## config.mk

```make
export PLATFORM = sky130hd
export DESIGN_NAME = fcs_command_sequencer
export DESIGN_NICKNAME = d
export VERILOG_FILES = /design/src/rtl/fcs_command_sequencer.v /design/src/rtl/fcs_fifo.v
export VERILOG_INCLUDE_DIRS = /design/src /design/src/pkg
export SDC_FILE = /design/constraint.sdc
export NUM_CORES = 1
export LEC_CHECK = 0
export ABC_AREA = 0
export BUFFER_PORTS_ARGS = -buffer_cell sky130_fd_sc_hd__buf_2
export CAP_MARGIN = 15
export CORE_MARGIN = 1
export CORE_UTILIZATION = 50
export DETAILED_ROUTE_END_ITERATION = 7
export GPL_TIMING_DRIVEN = 0
export PLACE_DENSITY = 0.68
export RECOVER_POWER = 100
export SLEW_MARGIN = 20
export SYNTH_ARGS = -nofsm -noshare
export SYNTH_HDL_FRONTEND = slang
export SYNTH_SLANG_ARGS = --single-unit
```

## constraint.sdc

```tcl
create_clock -name clk -period 7.6 [get_ports clk]
set_input_delay 0.38 -clock clk [delete_from_list [all_inputs] [get_ports clk]]
set_output_delay 0.38 -clock clk [all_outputs]
set_load 0.02 [all_outputs]
```

## src/pkg/fcs_map.vh

```
`ifndef FCS_MAP_VH
`define FCS_MAP_VH

// ****************************************
// Command codes and fields
// ****************************************
`define FCS_OP_MASK 8'h1F
`define FCS_OP_READ 8'h06
`define FCS_OP_READ_DEL 8'h0C
`define FCS_OP_PERP 8'h12
`define FCS_BIT_MULTI_TRACK 7
`define FCS_BIT_DENSITY 6
`define FCS_BIT_PASS_DEL 5
`define FCS_BIT_HEAD_SEL 2
`define FCS_READ_CMD_LEN 4'h9
`define FCS_PERP_CMD_LEN 4'h2
`define FCS_READ_RES_LEN 3'h7
`define FCS_STAT0_INVALID 8'h80
`define FCS_STAT0_ABNORMAL 8'h40
`define FCS_STAT2_CTRL_MARK 8'h40
`define FCS_STAT1_END_CYL 8'h80

// ****************************************
// Reset values
// ****************************************
`define FCS_RST_QEN 1'b0
`define FCS_RST_QTHR 4'h0
`define FCS_RST_PTRK 8'h00

// ****************************************
// Data rates, timing and sector size
// ****************************************
`define FCS_CLK_HZ 25000000
`define FCS_RATE_500K 2'b00
`define FCS_RATE_250K 2'b01
`define FCS_RATE_1M 2'b10
`define FCS_RATE_2M 2'b11
`define FCS_BPS_500K 500000
`define FCS_BPS_250K 250000
`define FCS_BPS_1M 1000000
`define FCS_BPS_2M 2000000
`define FCS_SIZE_BASE 15'h0080

`endif

```

## src/rtl/fcs_command_sequencer.v

```verilog
`timescale 1ns/1ps
`include "fcs_map.vh"
module fcs_command_sequencer #(
  parameter FIFO_DEPTH = 32,
  parameter FIFO_AW = 5
) (
  // Clock and reset
  input wire clk,
  input wire nrst,
  input wire softReset,
  // Host command and result bytes
  input wire [7:0] cmdData,
  input wire cmdValid,
  output wire cmdReady,
  output reg [7:0] resData,
  output wire resValid,
  input wire resReady,
  // Main status bits
  output wire requestForMaster,
  output wire transferDirection,
  output wire busy,
  // Configuration
  input wire cfgLoad,
  input wire cfgQueueEnable,
  input wire [3:0] cfgQueueThreshold,
  input wire [7:0] cfgPrecompStartTrack,
  input wire cfgRetain,
  output reg queueEnable,
  output reg [3:0] queueThreshold,
  output reg [7:0] precompStartTrack,
  input wire [1:0] dataRate,
  output reg [7:0] bitCellCycles,
  output reg perpMode,
  output wire rateFault,
  // Drive sector interface
  output reg sectorReq,
  output reg [8:0] sectorCyl,
  output reg sectorHead,
  output reg [7:0] sectorRec,
  output reg [1:0] driveSelect,
  output reg densitySelect,
  input wire [7:0] diskData,
  input wire diskValid,
  output wire diskReady,
  input wire diskDeleted,
  // Sector data toward host
  output wire [7:0] hostData,
  output wire hostValid,
  input wire hostReady,
  // Write precompensation
  input wire wrBit,
  input wire wrBitStrobe,
  output reg wrBitOut,
  output reg wrEarly,
  output reg wrLate
);

  localparam ST_IDLE = 3'd0;
  localparam ST_CMD = 3'd1;
  localparam ST_REQ = 3'd2;
  localparam ST_XFER = 3'd3;
  localparam ST_RES = 3'd4;
  localparam [31:0] CELLS_500K = `FCS_CLK_HZ / `FCS_BPS_500K;
  localparam [31:0] CELLS_250K = `FCS_CLK_HZ / `FCS_BPS_250K;
  localparam [31:0] CELLS_1M = `FCS_CLK_HZ / `FCS_BPS_1M;
  localparam [31:0] CELLS_2M = `FCS_CLK_HZ / `FCS_BPS_2M;

  // ****************************************
  // Helpers
  // ****************************************
  function [7:0] cells;
    input [1:0] rate;
    begin
      if (rate == `FCS_RATE_250K)
        cells = CELLS_250K[7:0];
      else if (rate == `FCS_RATE_1M)
        cells = CELLS_1M[7:0];
      else if (rate == `FCS_RATE_2M)
        cells = CELLS_2M[7:0];
      else
        cells = CELLS_500K[7:0];
    end
  endfunction

  function [14:0] secLen;
    input [7:0] sizeCode;
    input [7:0] dataLen;
    begin
      if (sizeCode == 8'h00)
        secLen = {7'h00, dataLen};
      else if (sizeCode > 8'h07)
        secLen = `FCS_SIZE_BASE << 7;
      else
        secLen = `FCS_SIZE_BASE << sizeCode[2:0];
    end
  endfunction

  // ****************************************
  // State
  // ****************************************
  reg [2:0] state_ff;
  reg [3:0] byteIdx_ff;
  reg [3:0] cmdLen_ff;
  reg [2:0] resLen_ff;
  reg [7:0] opcode_ff;
  reg [7:0] sizeCode_ff;
  reg [7:0] lastSec_ff;
  reg [7:0] gapLen_ff;
  reg [7:0] dataLen_ff;
  reg [7:0] stat0_ff;
  reg [7:0] stat1_ff;
  reg [7:0] stat2_ff;
  reg [14:0] xferCnt_ff;
  reg skipSector_ff;
  reg stopAfter_ff;
  reg [2:0] wrHist_ff;
  wire cmdTake;
  wire resTake;
  wire fifoInValid;
  wire wantDeleted;
  wire markMismatch;
  wire isRead;
  wire [7:0] low5;
  wire fifoInReady;
  wire firstByte;
  wire skipNow;
  wire stopNow;

  assign low5 = cmdData & `FCS_OP_MASK;
  assign isRead = ((opcode_ff & `FCS_OP_MASK) == `FCS_OP_READ) |
                  ((opcode_ff & `FCS_OP_MASK) == `FCS_OP_READ_DEL);

  // ****************************************
  // Host handshake and main status
  // ****************************************
  assign requestForMaster = (state_ff == ST_IDLE) | (state_ff == ST_CMD) |
                            (state_ff == ST_RES);
  assign transferDirection = (state_ff == ST_RES);
  assign cmdReady = requestForMaster & ~transferDirection;
  assign resValid = (state_ff == ST_RES);
  assign busy = (state_ff != ST_IDLE);
  assign cmdTake = cmdValid & cmdReady;
  assign resTake = resValid & resReady;
  assign rateFault = perpMode & (dataRate != `FCS_RATE_1M);

  // ****************************************
  // Sector data path
  // ****************************************
  assign wantDeleted = ((opcode_ff & `FCS_OP_MASK) == `FCS_OP_READ_DEL);
  assign markMismatch = diskDeleted ^ wantDeleted;
  // First byte of a skipped sector must not reach the queue either
  assign firstByte = (xferCnt_ff == 15'h0000);
  assign skipNow = skipSector_ff | (firstByte & markMismatch & opcode_ff[`FCS_BIT_PASS_DEL]);
  assign stopNow = stopAfter_ff | (firstByte & markMismatch & ~opcode_ff[`FCS_BIT_PASS_DEL]);
  assign fifoInValid = (state_ff == ST_XFER) & diskValid & ~skipNow;

  fcs_fifo #(
    .WIDTH(8),
    .DEPTH(FIFO_DEPTH),
    .AW(FIFO_AW)
  ) u_fifo (
    .clk(clk),
    .nrst(nrst),
    .inData(diskData),
    .inValid(fifoInValid),
    .inReady(fifoInReady),
    .outData(hostData),
    .outValid(hostValid),
    .outReady(hostReady),
    .flush(softReset | (state_ff == ST_CMD))
  );

  assign diskReady = (state_ff == ST_XFER) & (fifoInReady | skipNow);

  // ****************************************
  // Configuration and mode
  // ****************************************
  always @(posedge clk or negedge nrst)
  begin
    if (!nrst)
    begin
      queueEnable <= `FCS_RST_QEN;
      queueThreshold <= `FCS_RST_QTHR;
      precompStartTrack <= `FCS_RST_PTRK;
      bitCellCycles <= 8'h00;
    end
    else
    begin
      bitCellCycles <= cells(dataRate);
      if (softReset & ~cfgRetain)
      begin
        queueEnable <= `FCS_RST_QEN;
        queueThreshold <= `FCS_RST_QTHR;
        precompStartTrack <= `FCS_RST_PTRK;
      end
      else if (cfgLoad)
      begin
        queueEnable <= cfgQueueEnable;
        queueThreshold <= cfgQueueThreshold;
        precompStartTrack <= cfgPrecompStartTrack;
      end
    end
  end

  // ****************************************
  // Write precompensation
  // ****************************************
  always @(posedge clk or negedge nrst)
  begin
    if (!nrst)
    begin
      wrHist_ff <= 3'h0;
      wrBitOut <= 1'b0;
      wrEarly <= 1'b0;
      wrLate <= 1'b0;
    end
    else if (wrBitStrobe)
    begin
      wrHist_ff <= {wrHist_ff[1:0], wrBit};
      wrBitOut <= wrHist_ff[0];
      if (sectorCyl >= {1'b0, precompStartTrack})
      begin
        wrEarly <= ({wrHist_ff[1:0], wrBit} == 3'b110);
        wrLate <= ({wrHist_ff[1:0], wrBit} == 3'b011);
      end
      else
      begin
        wrEarly <= 1'b0;
        wrLate <= 1'b0;
      end
    end
  end

  // ****************************************
  // Result byte selection
  // ****************************************
  always @*
  begin
    case (byteIdx_ff)
      4'd0: resData = stat0_ff;
      4'd1: resData = stat1_ff;
      4'd2: resData = stat2_ff;
      4'd3: resData = sectorCyl[7:0];
      4'd4: resData = {7'h00, sectorHead};
      4'd5: resData = sectorRec;
      4'd6: resData = sizeCode_ff;
      default: resData = 8'h00;
    endcase
  end

  // ****************************************
  // Command sequencer
  // ****************************************
  always @(posedge clk or negedge nrst)
  begin
    if (!nrst)
    begin
      state_ff <= ST_IDLE;
      byteIdx_ff <= 4'h0;
      cmdLen_ff <= 4'h0;
      resLen_ff <= 3'h0;
      opcode_ff <= 8'h00;
      sizeCode_ff <= 8'h00;
      lastSec_ff <= 8'h00;
      gapLen_ff <= 8'h00;
      dataLen_ff <= 8'h00;
      stat0_ff <= 8'h00;
      stat1_ff <= 8'h00;
      stat2_ff <= 8'h00;
      xferCnt_ff <= 15'h0000;
      skipSector_ff <= 1'b0;
      stopAfter_ff <= 1'b0;
      sectorReq <= 1'b0;
      sectorCyl <= 9'h000;
      sectorHead <= 1'b0;
      sectorRec <= 8'h00;
      driveSelect <= 2'b00;
      densitySelect <= 1'b0;
      perpMode <= 1'b0;
    end
    else if (softReset)
    begin
      state_ff <= ST_IDLE;
      byteIdx_ff <= 4'h0;
      sectorReq <= 1'b0;
      perpMode <= 1'b0;
    end
    else
    begin
      sectorReq <= 1'b0;
      case (state_ff)
        ST_IDLE:
        begin
          if (cmdTake)
          begin
            opcode_ff <= cmdData;
            byteIdx_ff <= 4'h1;
            stat0_ff <= 8'h00;
            stat1_ff <= 8'h00;
            stat2_ff <= 8'h00;
            if ((low5 == `FCS_OP_READ) | (low5 == `FCS_OP_READ_DEL))
            begin
              cmdLen_ff <= `FCS_READ_CMD_LEN;
              state_ff <= ST_CMD;
            end
            else if (cmdData == `FCS_OP_PERP)
            begin
              cmdLen_ff <= `FCS_PERP_CMD_LEN;
              state_ff <= ST_CMD;
            end
            else
            begin
              stat0_ff <= `FCS_STAT0_INVALID;
              resLen_ff <= 3'h1;
              byteIdx_ff <= 4'h0;
              state_ff <= ST_RES;
            end
          end
        end
        ST_CMD:
        begin
          if (cmdTake)
          begin
            byteIdx_ff <= byteIdx_ff + 4'h1;
            if (!isRead)
              perpMode <= cmdData[0];
            else
            begin
              case (byteIdx_ff)
                4'd1:
                begin
                  sectorHead <= cmdData[`FCS_BIT_HEAD_SEL];
                  driveSelect <= cmdData[1:0];
                end
                4'd2: sectorCyl <= {1'b0, cmdData};
                4'd3: sectorHead <= cmdData[0];
                4'd4: sectorRec <= cmdData;
                4'd5: sizeCode_ff <= cmdData;
                4'd6: lastSec_ff <= cmdData;
                4'd7: gapLen_ff <= cmdData;
                default: dataLen_ff <= cmdData;
              endcase
            end
            if (byteIdx_ff == cmdLen_ff - 4'h1)
            begin
              byteIdx_ff <= 4'h0;
              densitySelect <= opcode_ff[`FCS_BIT_DENSITY];
              if (isRead)
              begin
                sectorReq <= 1'b1;
                state_ff <= ST_XFER;
              end
              else
              begin
                resLen_ff <= 3'h0;
                state_ff <= ST_IDLE;
              end
            end
          end
        end
        ST_REQ:
        begin
          sectorReq <= 1'b1;
          state_ff <= ST_XFER;
        end
        ST_XFER:
        begin
          if (diskValid & diskReady)
          begin
            if (firstByte)
            begin
              skipSector_ff <= skipNow;
              if (stopNow)
              begin
                stat2_ff <= stat2_ff | `FCS_STAT2_CTRL_MARK;
                stopAfter_ff <= 1'b1;
              end
            end
            if (xferCnt_ff == secLen(sizeCode_ff, dataLen_ff) - 15'h0001)
            begin
              xferCnt_ff <= 15'h0000;
              skipSector_ff <= 1'b0;
              if (stopNow | (sectorRec == lastSec_ff))
              begin
                stopAfter_ff <= 1'b0;
                if (sectorRec == lastSec_ff)
                begin
                  sectorRec <= 8'h01;
                  if (opcode_ff[`FCS_BIT_MULTI_TRACK] & ~sectorHead)
                    sectorHead <= 1'b1;
                  else if (sectorCyl != 9'h100)
                  begin
                    sectorCyl <= sectorCyl + 9'h001;
                    sectorHead <= 1'b0;
                  end
                  else
                    stat1_ff <= `FCS_STAT1_END_CYL;
                end
                if ((sectorRec == lastSec_ff) & opcode_ff[`FCS_BIT_MULTI_TRACK] &
                    ~sectorHead & ~stopNow)
                  state_ff <= ST_REQ;
                else
                begin
                  resLen_ff <= `FCS_READ_RES_LEN;
                  state_ff <= ST_RES;
                end
              end
              else
              begin
                sectorRec <= sectorRec + 8'h01;
                state_ff <= ST_REQ;
              end
            end
            else
              xferCnt_ff <= xferCnt_ff + 15'h0001;
          end
        end
        ST_RES:
        begin
          if (resTake)
          begin
            if (byteIdx_ff == {1'b0, resLen_ff} - 4'h1)
            begin
              byteIdx_ff <= 4'h0;
              state_ff <= ST_IDLE;
            end
            else
              byteIdx_ff <= byteIdx_ff + 4'h1;
          end
        end
        default: state_ff <= ST_IDLE;
      endcase
    end
  end

endmodule

```

## src/rtl/fcs_fifo.v

```verilog
`timescale 1ns/1ps
module fcs_fifo #(
  parameter WIDTH = 8,
  parameter DEPTH = 32,
  parameter AW = 5
) (
  // Clock and reset
  input wire clk,
  input wire nrst,
  // Fill side
  input wire [WIDTH-1:0] inData,
  input wire inValid,
  output wire inReady,
  // Drain side
  output wire [WIDTH-1:0] outData,
  output wire outValid,
  input wire outReady,
  // Flush
  input wire flush
);

  reg [WIDTH-1:0] mem_ff [0:DEPTH-1];
  reg [AW-1:0] wrPtr_ff;
  reg [AW-1:0] rdPtr_ff;
  reg [AW:0] count_ff;
  wire doWr;
  wire doRd;

  assign inReady = (count_ff != DEPTH[AW:0]);
  assign outValid = (count_ff != {(AW+1){1'b0}});
  assign outData = mem_ff[rdPtr_ff];
  assign doWr = inValid & inReady;
  assign doRd = outValid & outReady;

  always @(posedge clk)
  begin
    if (doWr)
      mem_ff[wrPtr_ff] <= inData;
  end

  always @(posedge clk or negedge nrst)
  begin
    if (!nrst)
    begin
      wrPtr_ff <= {AW{1'b0}};
      rdPtr_ff <= {AW{1'b0}};
      count_ff <= {(AW+1){1'b0}};
    end
    else if (flush)
    begin
      wrPtr_ff <= {AW{1'b0}};
      rdPtr_ff <= {AW{1'b0}};
      count_ff <= {(AW+1){1'b0}};
    end
    else
    begin
      if (doWr)
        wrPtr_ff <= (wrPtr_ff == DEPTH[AW-1:0] - 1'b1) ? {AW{1'b0}} : wrPtr_ff + 1'b1;
      if (doRd)
        rdPtr_ff <= (rdPtr_ff == DEPTH[AW-1:0] - 1'b1) ? {AW{1'b0}} : rdPtr_ff + 1'b1;
      if (doWr & ~doRd)
        count_ff <= count_ff + 1'b1;
      else if (doRd & ~doWr)
        count_ff <= count_ff - 1'b1;
    end
  end

endmodule

```

* After elaboration in Yosys (flattened, before gate mapping)
Memories as Yosys holds them, arrays and structs flattened.
Index checks and enable logic that the tools add are counted.
** Word-level totals
- Output and inout bits :: 71
- Bits in read-only memories :: 0
- Input bits :: 43
- Latch bits :: 0
- Memories :: 1
- Register bits after elaboration :: 152
- Memory bits (writable) :: 256
- Word-level logic and storage cells :: 309
** Operators by class
- Reduce and logical (&&, ||, !) cells :: 38
- Order comparisons :: 2
- $mul :: 0
- Eq/ne operators :: 60
- Muxes and demuxes :: 122
- Shifts and indexed selects :: 1
- Bitwise operators :: 41
- Div/mod/pow operators :: 0
- Add/sub/neg operators :: 11
** Memories
- u_fifo.mem_ff :: words 32, bits a word 8, rd ports 1, clocked after memory_dff 0, wr ports 1, line fcs_fifo.v:22 : reg [WIDTH-1:0] mem_ff [0:DEPTH-1];
** Operators with widths (number)
- $mux W8 :: 20
- $mux W15 :: 6
- $mux W9 :: 9
- $mux W3 :: 22
- $pmux W8 S7 :: 1
- $pmux W8 S2 :: 3
- $mux W4 :: 10
- $mux W1 :: 30
- $mux W5 :: 6
- $ne A2 B2 Y1 const B :: 13
- $mux W6 :: 4
- $mux W7 :: 3
- $and A1 B1 Y1 :: 20
- $reduce_and A4 Y1 :: 5
- $reduce_and A5 Y1 :: 4
- $pmux W9 S2 :: 1
- $reduce_bool A2 Y1 :: 9
- $eq A4 B3 Y1 const B :: 4
- $ne A2 B1 Y1 const B :: 8
- $add A15 B1 Y15 const B :: 1
- $eq A15 B15 Y1 :: 1
- $logic_not A15 Y1 :: 1
- $ne A3 B2 Y1 const B :: 5
- $pmux W3 S5 :: 1
- other kinds (51) :: 88

* Depth between registers and ports, before layout
- Depth in word-level cells :: 17
- Depth in mapped cells :: 18
- Depth with buffers taken out :: 18

* By module
From an unflattened synthesis, not the netlist that was laid out.
** Unflattened totals
- Cells, all modules :: 1319
- Area, all modules :: 18009.8 µm²
** Modules (own cells, without submodules)
- fcs_fifo :: sequential area each 8087.8 µm², cells an instance 525, instances 1, area an instance 10985.5 µm²
- fcs_command_sequencer :: sequential area each 2752.6 µm², cells an instance 794, instances 1, area an instance 7024.2 µm²

* Worst setup path after synthesis
Ideal clock, no wire load.
- Path kind :: register to register
- From :: reg opcode_ff[4]
- To :: reg u_fifo.count_ff[5]
- Required time :: 7521 ps
- Buffers on the path :: 0
- Arrival time :: 3586 ps
- Slack :: 3935 ps
- Clock period less this slack :: 3665 ps
- Stages on the path, launching flop included :: 17
- Setup time :: 79 ps
- Cells stage by stage :: dfrtp_1 -> or3b_1 -> or3_1 -> a211oi_2 -> nor2_1 -> nand4_1 -> inv_1 -> ha_1 -> inv_1 -> ha_1 -> a21o_1 -> a21oi_1 -> o21bai_1 -> a21oi_1 -> xnor2_1 -> or3_1 -> a21oi_1
** On the way
- Longest elaborated chain between the ends :: 11
- Elaborated cells on any way between the ends :: 14
- Classes of those cells :: 1 x eq/ne; 2 x mux; 10 x bitwise; 1 x reduce/logical
** Ends and longest elaborated chain
- start: declaration :: line fcs_command_sequencer.v:105 : reg [7:0] opcode_ff;
- start signal: assignment :: line fcs_command_sequencer.v:296 : opcode_ff <= cmdData;
- $eq A5 B4 Y1 (no source line) *
- $xor A1 B1 Y1 * :: line fcs_command_sequencer.v:150 : assign markMismatch = diskDeleted ^ wantDeleted;
- $and A1 B1 Y1 * (2 in series) :: line fcs_command_sequencer.v:153 : assign skipNow = skipSector_ff | (firstByte & markMismatch & opcode_ff[`FCS_BIT_PASS_DEL]);
- $or A1 B1 Y1 * :: line fcs_command_sequencer.v:153
- $not A1 Y1 * :: line fcs_command_sequencer.v:155 : assign fifoInValid = (state_ff == ST_XFER) & diskValid & ~skipNow;
- $and A1 B1 Y1 * :: line fcs_command_sequencer.v:155
- $and A1 B1 Y1 * :: line fcs_fifo.v:32 : assign doWr = inValid & inReady;
- $and A1 B1 Y1 / $not A1 Y1 (equally long branches) :: line fcs_fifo.v:61, fcs_fifo.v:63
- $mux W6 / $and A1 B1 Y1 (equally long branches) :: line fcs_fifo.v:61, fcs_fifo.v:63
- $mux W6 / $reduce_bool A3 Y1 (equally long branches)
- end signal: assignment :: line fcs_fifo.v:53 : count_ff <= {(AW+1){1'b0}};
- end signal: assignment :: line fcs_fifo.v:62 : count_ff <= count_ff + 1'b1;
- end signal: assignment :: line fcs_fifo.v:64 : count_ff <= count_ff - 1'b1;
- end: declaration :: line fcs_fifo.v:25 : reg [AW:0] count_ff;
Mark *: on every way between the ends. The rest lies on a longest branch, timed or not.
A chain may end at the register's enable or synchronous reset.

* Worst setup path after layout
- From :: reg sizeCode_ff[5]
- To :: reg sectorRec[0]
** On the way
- Longest elaborated chain between the ends :: 10
- Elaborated cells on any way between the ends :: 11
- Classes of those cells :: 1 x add/sub; 1 x order compare; 2 x eq/ne; 5 x mux; 2 x reduce/logical
** Ends and longest elaborated chain
- start: declaration :: line fcs_command_sequencer.v:106 : reg [7:0] sizeCode_ff;
- start signal: assignment :: line fcs_command_sequencer.v:338 : 4'd5: sizeCode_ff <= cmdData;
- $gt A8 B3 Y1 :: line fcs_command_sequencer.v:91 : else if (sizeCode > 8'h07)
- $mux W15 :: line fcs_command_sequencer.v:91
- $mux W15 * :: line fcs_command_sequencer.v:89 : if (sizeCode == 8'h00)
- $mux W15 * :: line fcs_command_sequencer.v:368 : if (diskValid & diskReady)
- $mux W15 * :: line fcs_command_sequencer.v:291 : case (state_ff)
- $mux W15 * :: line fcs_command_sequencer.v:281 : else if (softReset)
- $sub A15 B1 Y15 * :: line fcs_command_sequencer.v:379 : if (xferCnt_ff == secLen(sizeCode_ff, dataLen_ff) - 15'h0001)
- $eq A15 B15 Y1 * :: line fcs_command_sequencer.v:379
- $ne A2 B1 Y1 (no source line) *
- $reduce_and A8 Y1 (no source line) *
- end signal: assignment :: line fcs_command_sequencer.v:337 : 4'd4: sectorRec <= cmdData;
- end signal: assignment :: line fcs_command_sequencer.v:410 : sectorRec <= sectorRec + 8'h01;
- end: declaration :: line fcs_command_sequencer.v:39 : output reg [7:0] sectorRec,
Mark *: on every way between the ends. The rest lies on a longest branch, timed or not. The select of a mux whose other input is x is not followed.

==> flow_summary.toml <==
[run_status]
status = "complete, but fails checks"
violations = "capacitance limit, slew limit"

[logic_synthesis]
ys_seq_area_frac = 0.608
ys_seq_elements = 382
ys.flop_type = "edfxtp_1"
avgSynthCellArea_um2 = 13.5
yosysTopAreaCell = "edfxtp_1"
synth_top_cells_by_area = "edfxtp_1 43%, dfrtp_1 18%, mux4_2 10%, nor2_1 2.7%, ha_1 2.4%"
synthDistinctLibCells = 73
yosys.area.top_type_share = 0.431
syn_area_um2 = 17800
synth-edff-count = 256
syn-num-nets = 1395
synthCells = 1317
synthArstFlopShare = 0.330
yosys_warnings = 0

[layout]
fillers = 2750
final_cells = 1956
synthToLayoutAreaGrowth_pct = 13.0
final_area_um2 = 20100
final_nets = 1547
fin_util = 0.579
drive_gt1_frac = 0.151
num_antenna_cells = 0

[cts]
cts_buffers = 41
clkSinkCount = 382
ctsResizeCount = 0
cts_tree = "done"
htree_levels = 2
clk_pin_slew_ns = 0.06
clock_path_buffers = 3
clk_latency_ns = 0.55
cts-root-buf = "clkbuf_16"

[placed_design]
dp.cells = 1880
io_buffer_count = 107
gp_congestion = 0.895
placed_area_um2 = 19000
hpwlAfterDp_um = 29000

[power_and_ir_drop]
ir_worst_vdd_uv = 184
power.density_nw_per_um2 = 256
switching_share = 0.266
p_comb_frac = 0.179
leakagePower_nw = 7.30
p_switching_mw = 1.37
p_clk_frac = 0.372
internal-power_mw = 3.79
pwr-share-seq = 0.449

[global_route]
grt_pass1_wl_um = 66400
globalRouteTotalUtil = 0.241
gr-total-overflow = 0
grt_max_degree = 97
first_global_vias = 11500
antenna_found_initial = 1

[floorplan]
die_area_um2 = 36400
die_y_um = 191
core_um2 = 34800
row_count = 68
die_w_um = 191
io_pins = 114
start_util = 0.512

[sta]
slew_viol_final = 162
relSlewSlack = -0.241
final_hold_viol_count = 0
finalCritPeriodShare = 0.774
rsz0062_at_grt = "no"
worst_slew_pin_slew_ns = 1.86
fmax_ghz = 0.170
setup_violations = 0
period_needed_ns = 5.88
clock_skew_ns = 0.0254
fin_setup_tns_ns = 0

[worst_setup_path]
criticalPathCategory = "register to register"
cp.required_ns = 8.03
critPathLaunchType = "register"
r2r-start = "sizeCode_ff[5]$_DFFE_PN0P_"
cp_max_fo = 10
crit_start = "sizeCode_ff[5]$_DFFE_PN0P_"
rrSetupSlack_ns = 1.72
arrival_ns = 6.31
end_kind = "register"

[job]
maxCapViolations = 6

[routing]
wl_um = 42800
drtPass1Iterations = 5
drc = 0
drt_iter0_drc = 1131
antenna_left = 0
wl_per_cell_um = 21.9
vias = 11900
viasPerCell = 6.06

[min_path]
hp-class = "input pin to register"
hold_start = "cfgQueueThreshold[2]"
[critical path: stages (launching register included)]
cell      delay (ns)
dfrtp_1         0.46
or3_1           0.45
nor3_1          0.73
nand2_1         0.13
ha_1            0.29
clkbuf_1        0.25
clkbuf_1        0.26
a311oi_1        0.30
a221oi_1        0.08
a311oi_1        0.29
nand3b_1        0.13
nor4_1          0.96
clkbuf_1        0.52
clkbuf_1        0.58
nand4_1         0.16
o311a_1         0.16
[worst paths after layout]
kind,to,cells after the start
setup / recovery,sectorRec[0]$_DFFE_PN0P_,15
min in group asynchronous,bitCellCycles[3]$_DFF_PN0_,2
hold reg to reg,opcode_ff[0]$_DFFE_PN0P_,2
setup reg to reg,sectorRec[0]$_DFFE_PN0P_,15
hold / removal,queueThreshold[2]$_DFFE_PN0P_,3
max in group asynchronous,u_fifo.count_ff[5]$_DFFE_PN0P_,3
[flip-flops by register name, indices dropped and copies added (netlist names), 6 cells and up]
signal	cells
bitCellCycles	7
dataLen_ff	8
lastSec_ff	8
opcode_ff	8
precompStartTrack	8
sectorCyl	9
sectorRec	8
sizeCode_ff	8
u_fifo.count_ff	6
u_fifo.mem_ff	256
xferCnt_ff	15
[metal layers]
layer  vias up  routed length, um  GRT usage
met5         -                 17          0
li1       5343                  -          -
met3        77               3370     0.0397
met2       530              19400      0.365
met1      5903              19000      0.359
met4         2               1070     0.0717
[power groups by stage]
| stage | clock network, mW | registers [mW] | logic [mW] |
|---|---|---|---|
| 5_1_grt | 2.04 | 2.33 | 1.01 |
| 6_report | 1.92 | 2.32 | 0.923 |
| 3_3_place_gp | 0 | 2.36 | 0.919 |
| 2_1_floorplan | 0 | 2.36 | 0.638 |
| 4_1_cts | 1.95 | 2.32 | 0.943 |
| 3_5_place_dp | 0 | 2.36 | 0.938 |
[cells by family after synthesis]
logic type,Yosys count,share of synthesized area
xor gates and xnor gates,39,0.0192
muxes,136,0.135
other,1,0.000210
and+or+nand+nor,416,0.117
adders and majority gates,35,0.0250
buffers and inverters,119,0.0258
AOI/OAI and AO/OA,189,0.0694
DFF,382,0.608
[stage by stage]
stage	hold slack, ns	worst slack [ns]	total power, mW
2_1_floorplan	0.0844	3.94	3.00
5_1_grt	0.0723	1.58	5.37
3_5_place_dp	0.254	3.09	3.30
6_report	0.0844	1.72	5.17
4_1_cts	0.0365	2.87	5.21
3_3_place_gp	0.457	3.14	3.28
[area by class of cell]
class	count	area (um^2)	share of cell area
tap	455	569	0.0283
inverter	45	169	0.00838
clock buffer	56	1120	0.0558
clock inverter	19	175	0.00869
buffer	74	287	0.0142
timing repair buffer	109	478	0.0237
sequential	382	10800	0.538
multi-input combinational	816	6500	0.323
[synth_stat cells, types with 10 or more instances]
library cell and n:
mux4_2 80, nand4_1 22, nor2_1 130, nand2_1 80, nor3_1 32, mux2_2 37, o211ai_1 12, a31oi_1 11
nor4_1 14, mux2i_1 19, edfxtp_1 256, xor2_1 15, o21ai_0 35, a21oi_1 49, clkbuf_1 62, nand3b_1 10
nand3_1 33, nor2b_1 13, a22oi_1 10, dfrtp_1 126, or3_1 17, and3_1 15, a21o_1 13, ha_1 34
inv_1 45, xnor2_1 24
[cell usage in the layout (no fill, tap or decap), types with 6 or more instances in the layout]
cell type and n:
clkinv_2 11, nand3b_1 10, ha_1 34, or3_1 17, and3_1 15, nor2b_1 13, a21o_1 13, dfrtp_1 126
a22oi_1 10, and2_1 6, clkbuf_1 156, a211oi_1 7, xor2_1 15, mux2_2 35, nand3_1 33, a21oi_1 49
nand4_1 22, clkbuf_16 42, mux4_2 80, buf_2 32, nor4_1 15, o211ai_1 12, o22ai_1 9, nor2_1 130
mux2i_1 19, inv_1 45, nor3_1 33, o21ai_0 35, xnor2_1 24, or2_2 6, a31oi_1 11, edfxtp_1 256
nand2_1 80, nand2b_1 8, a32oi_1 6
[timing repair]
| item | in CTS | in global routing |
|---|---|---|
| setup buffers | 0 | 0 |
| hold buffers | 1 | 0 |
| endpoints found under the hold margin | 30 | 0 |
(Power assumes the default switching activity.)
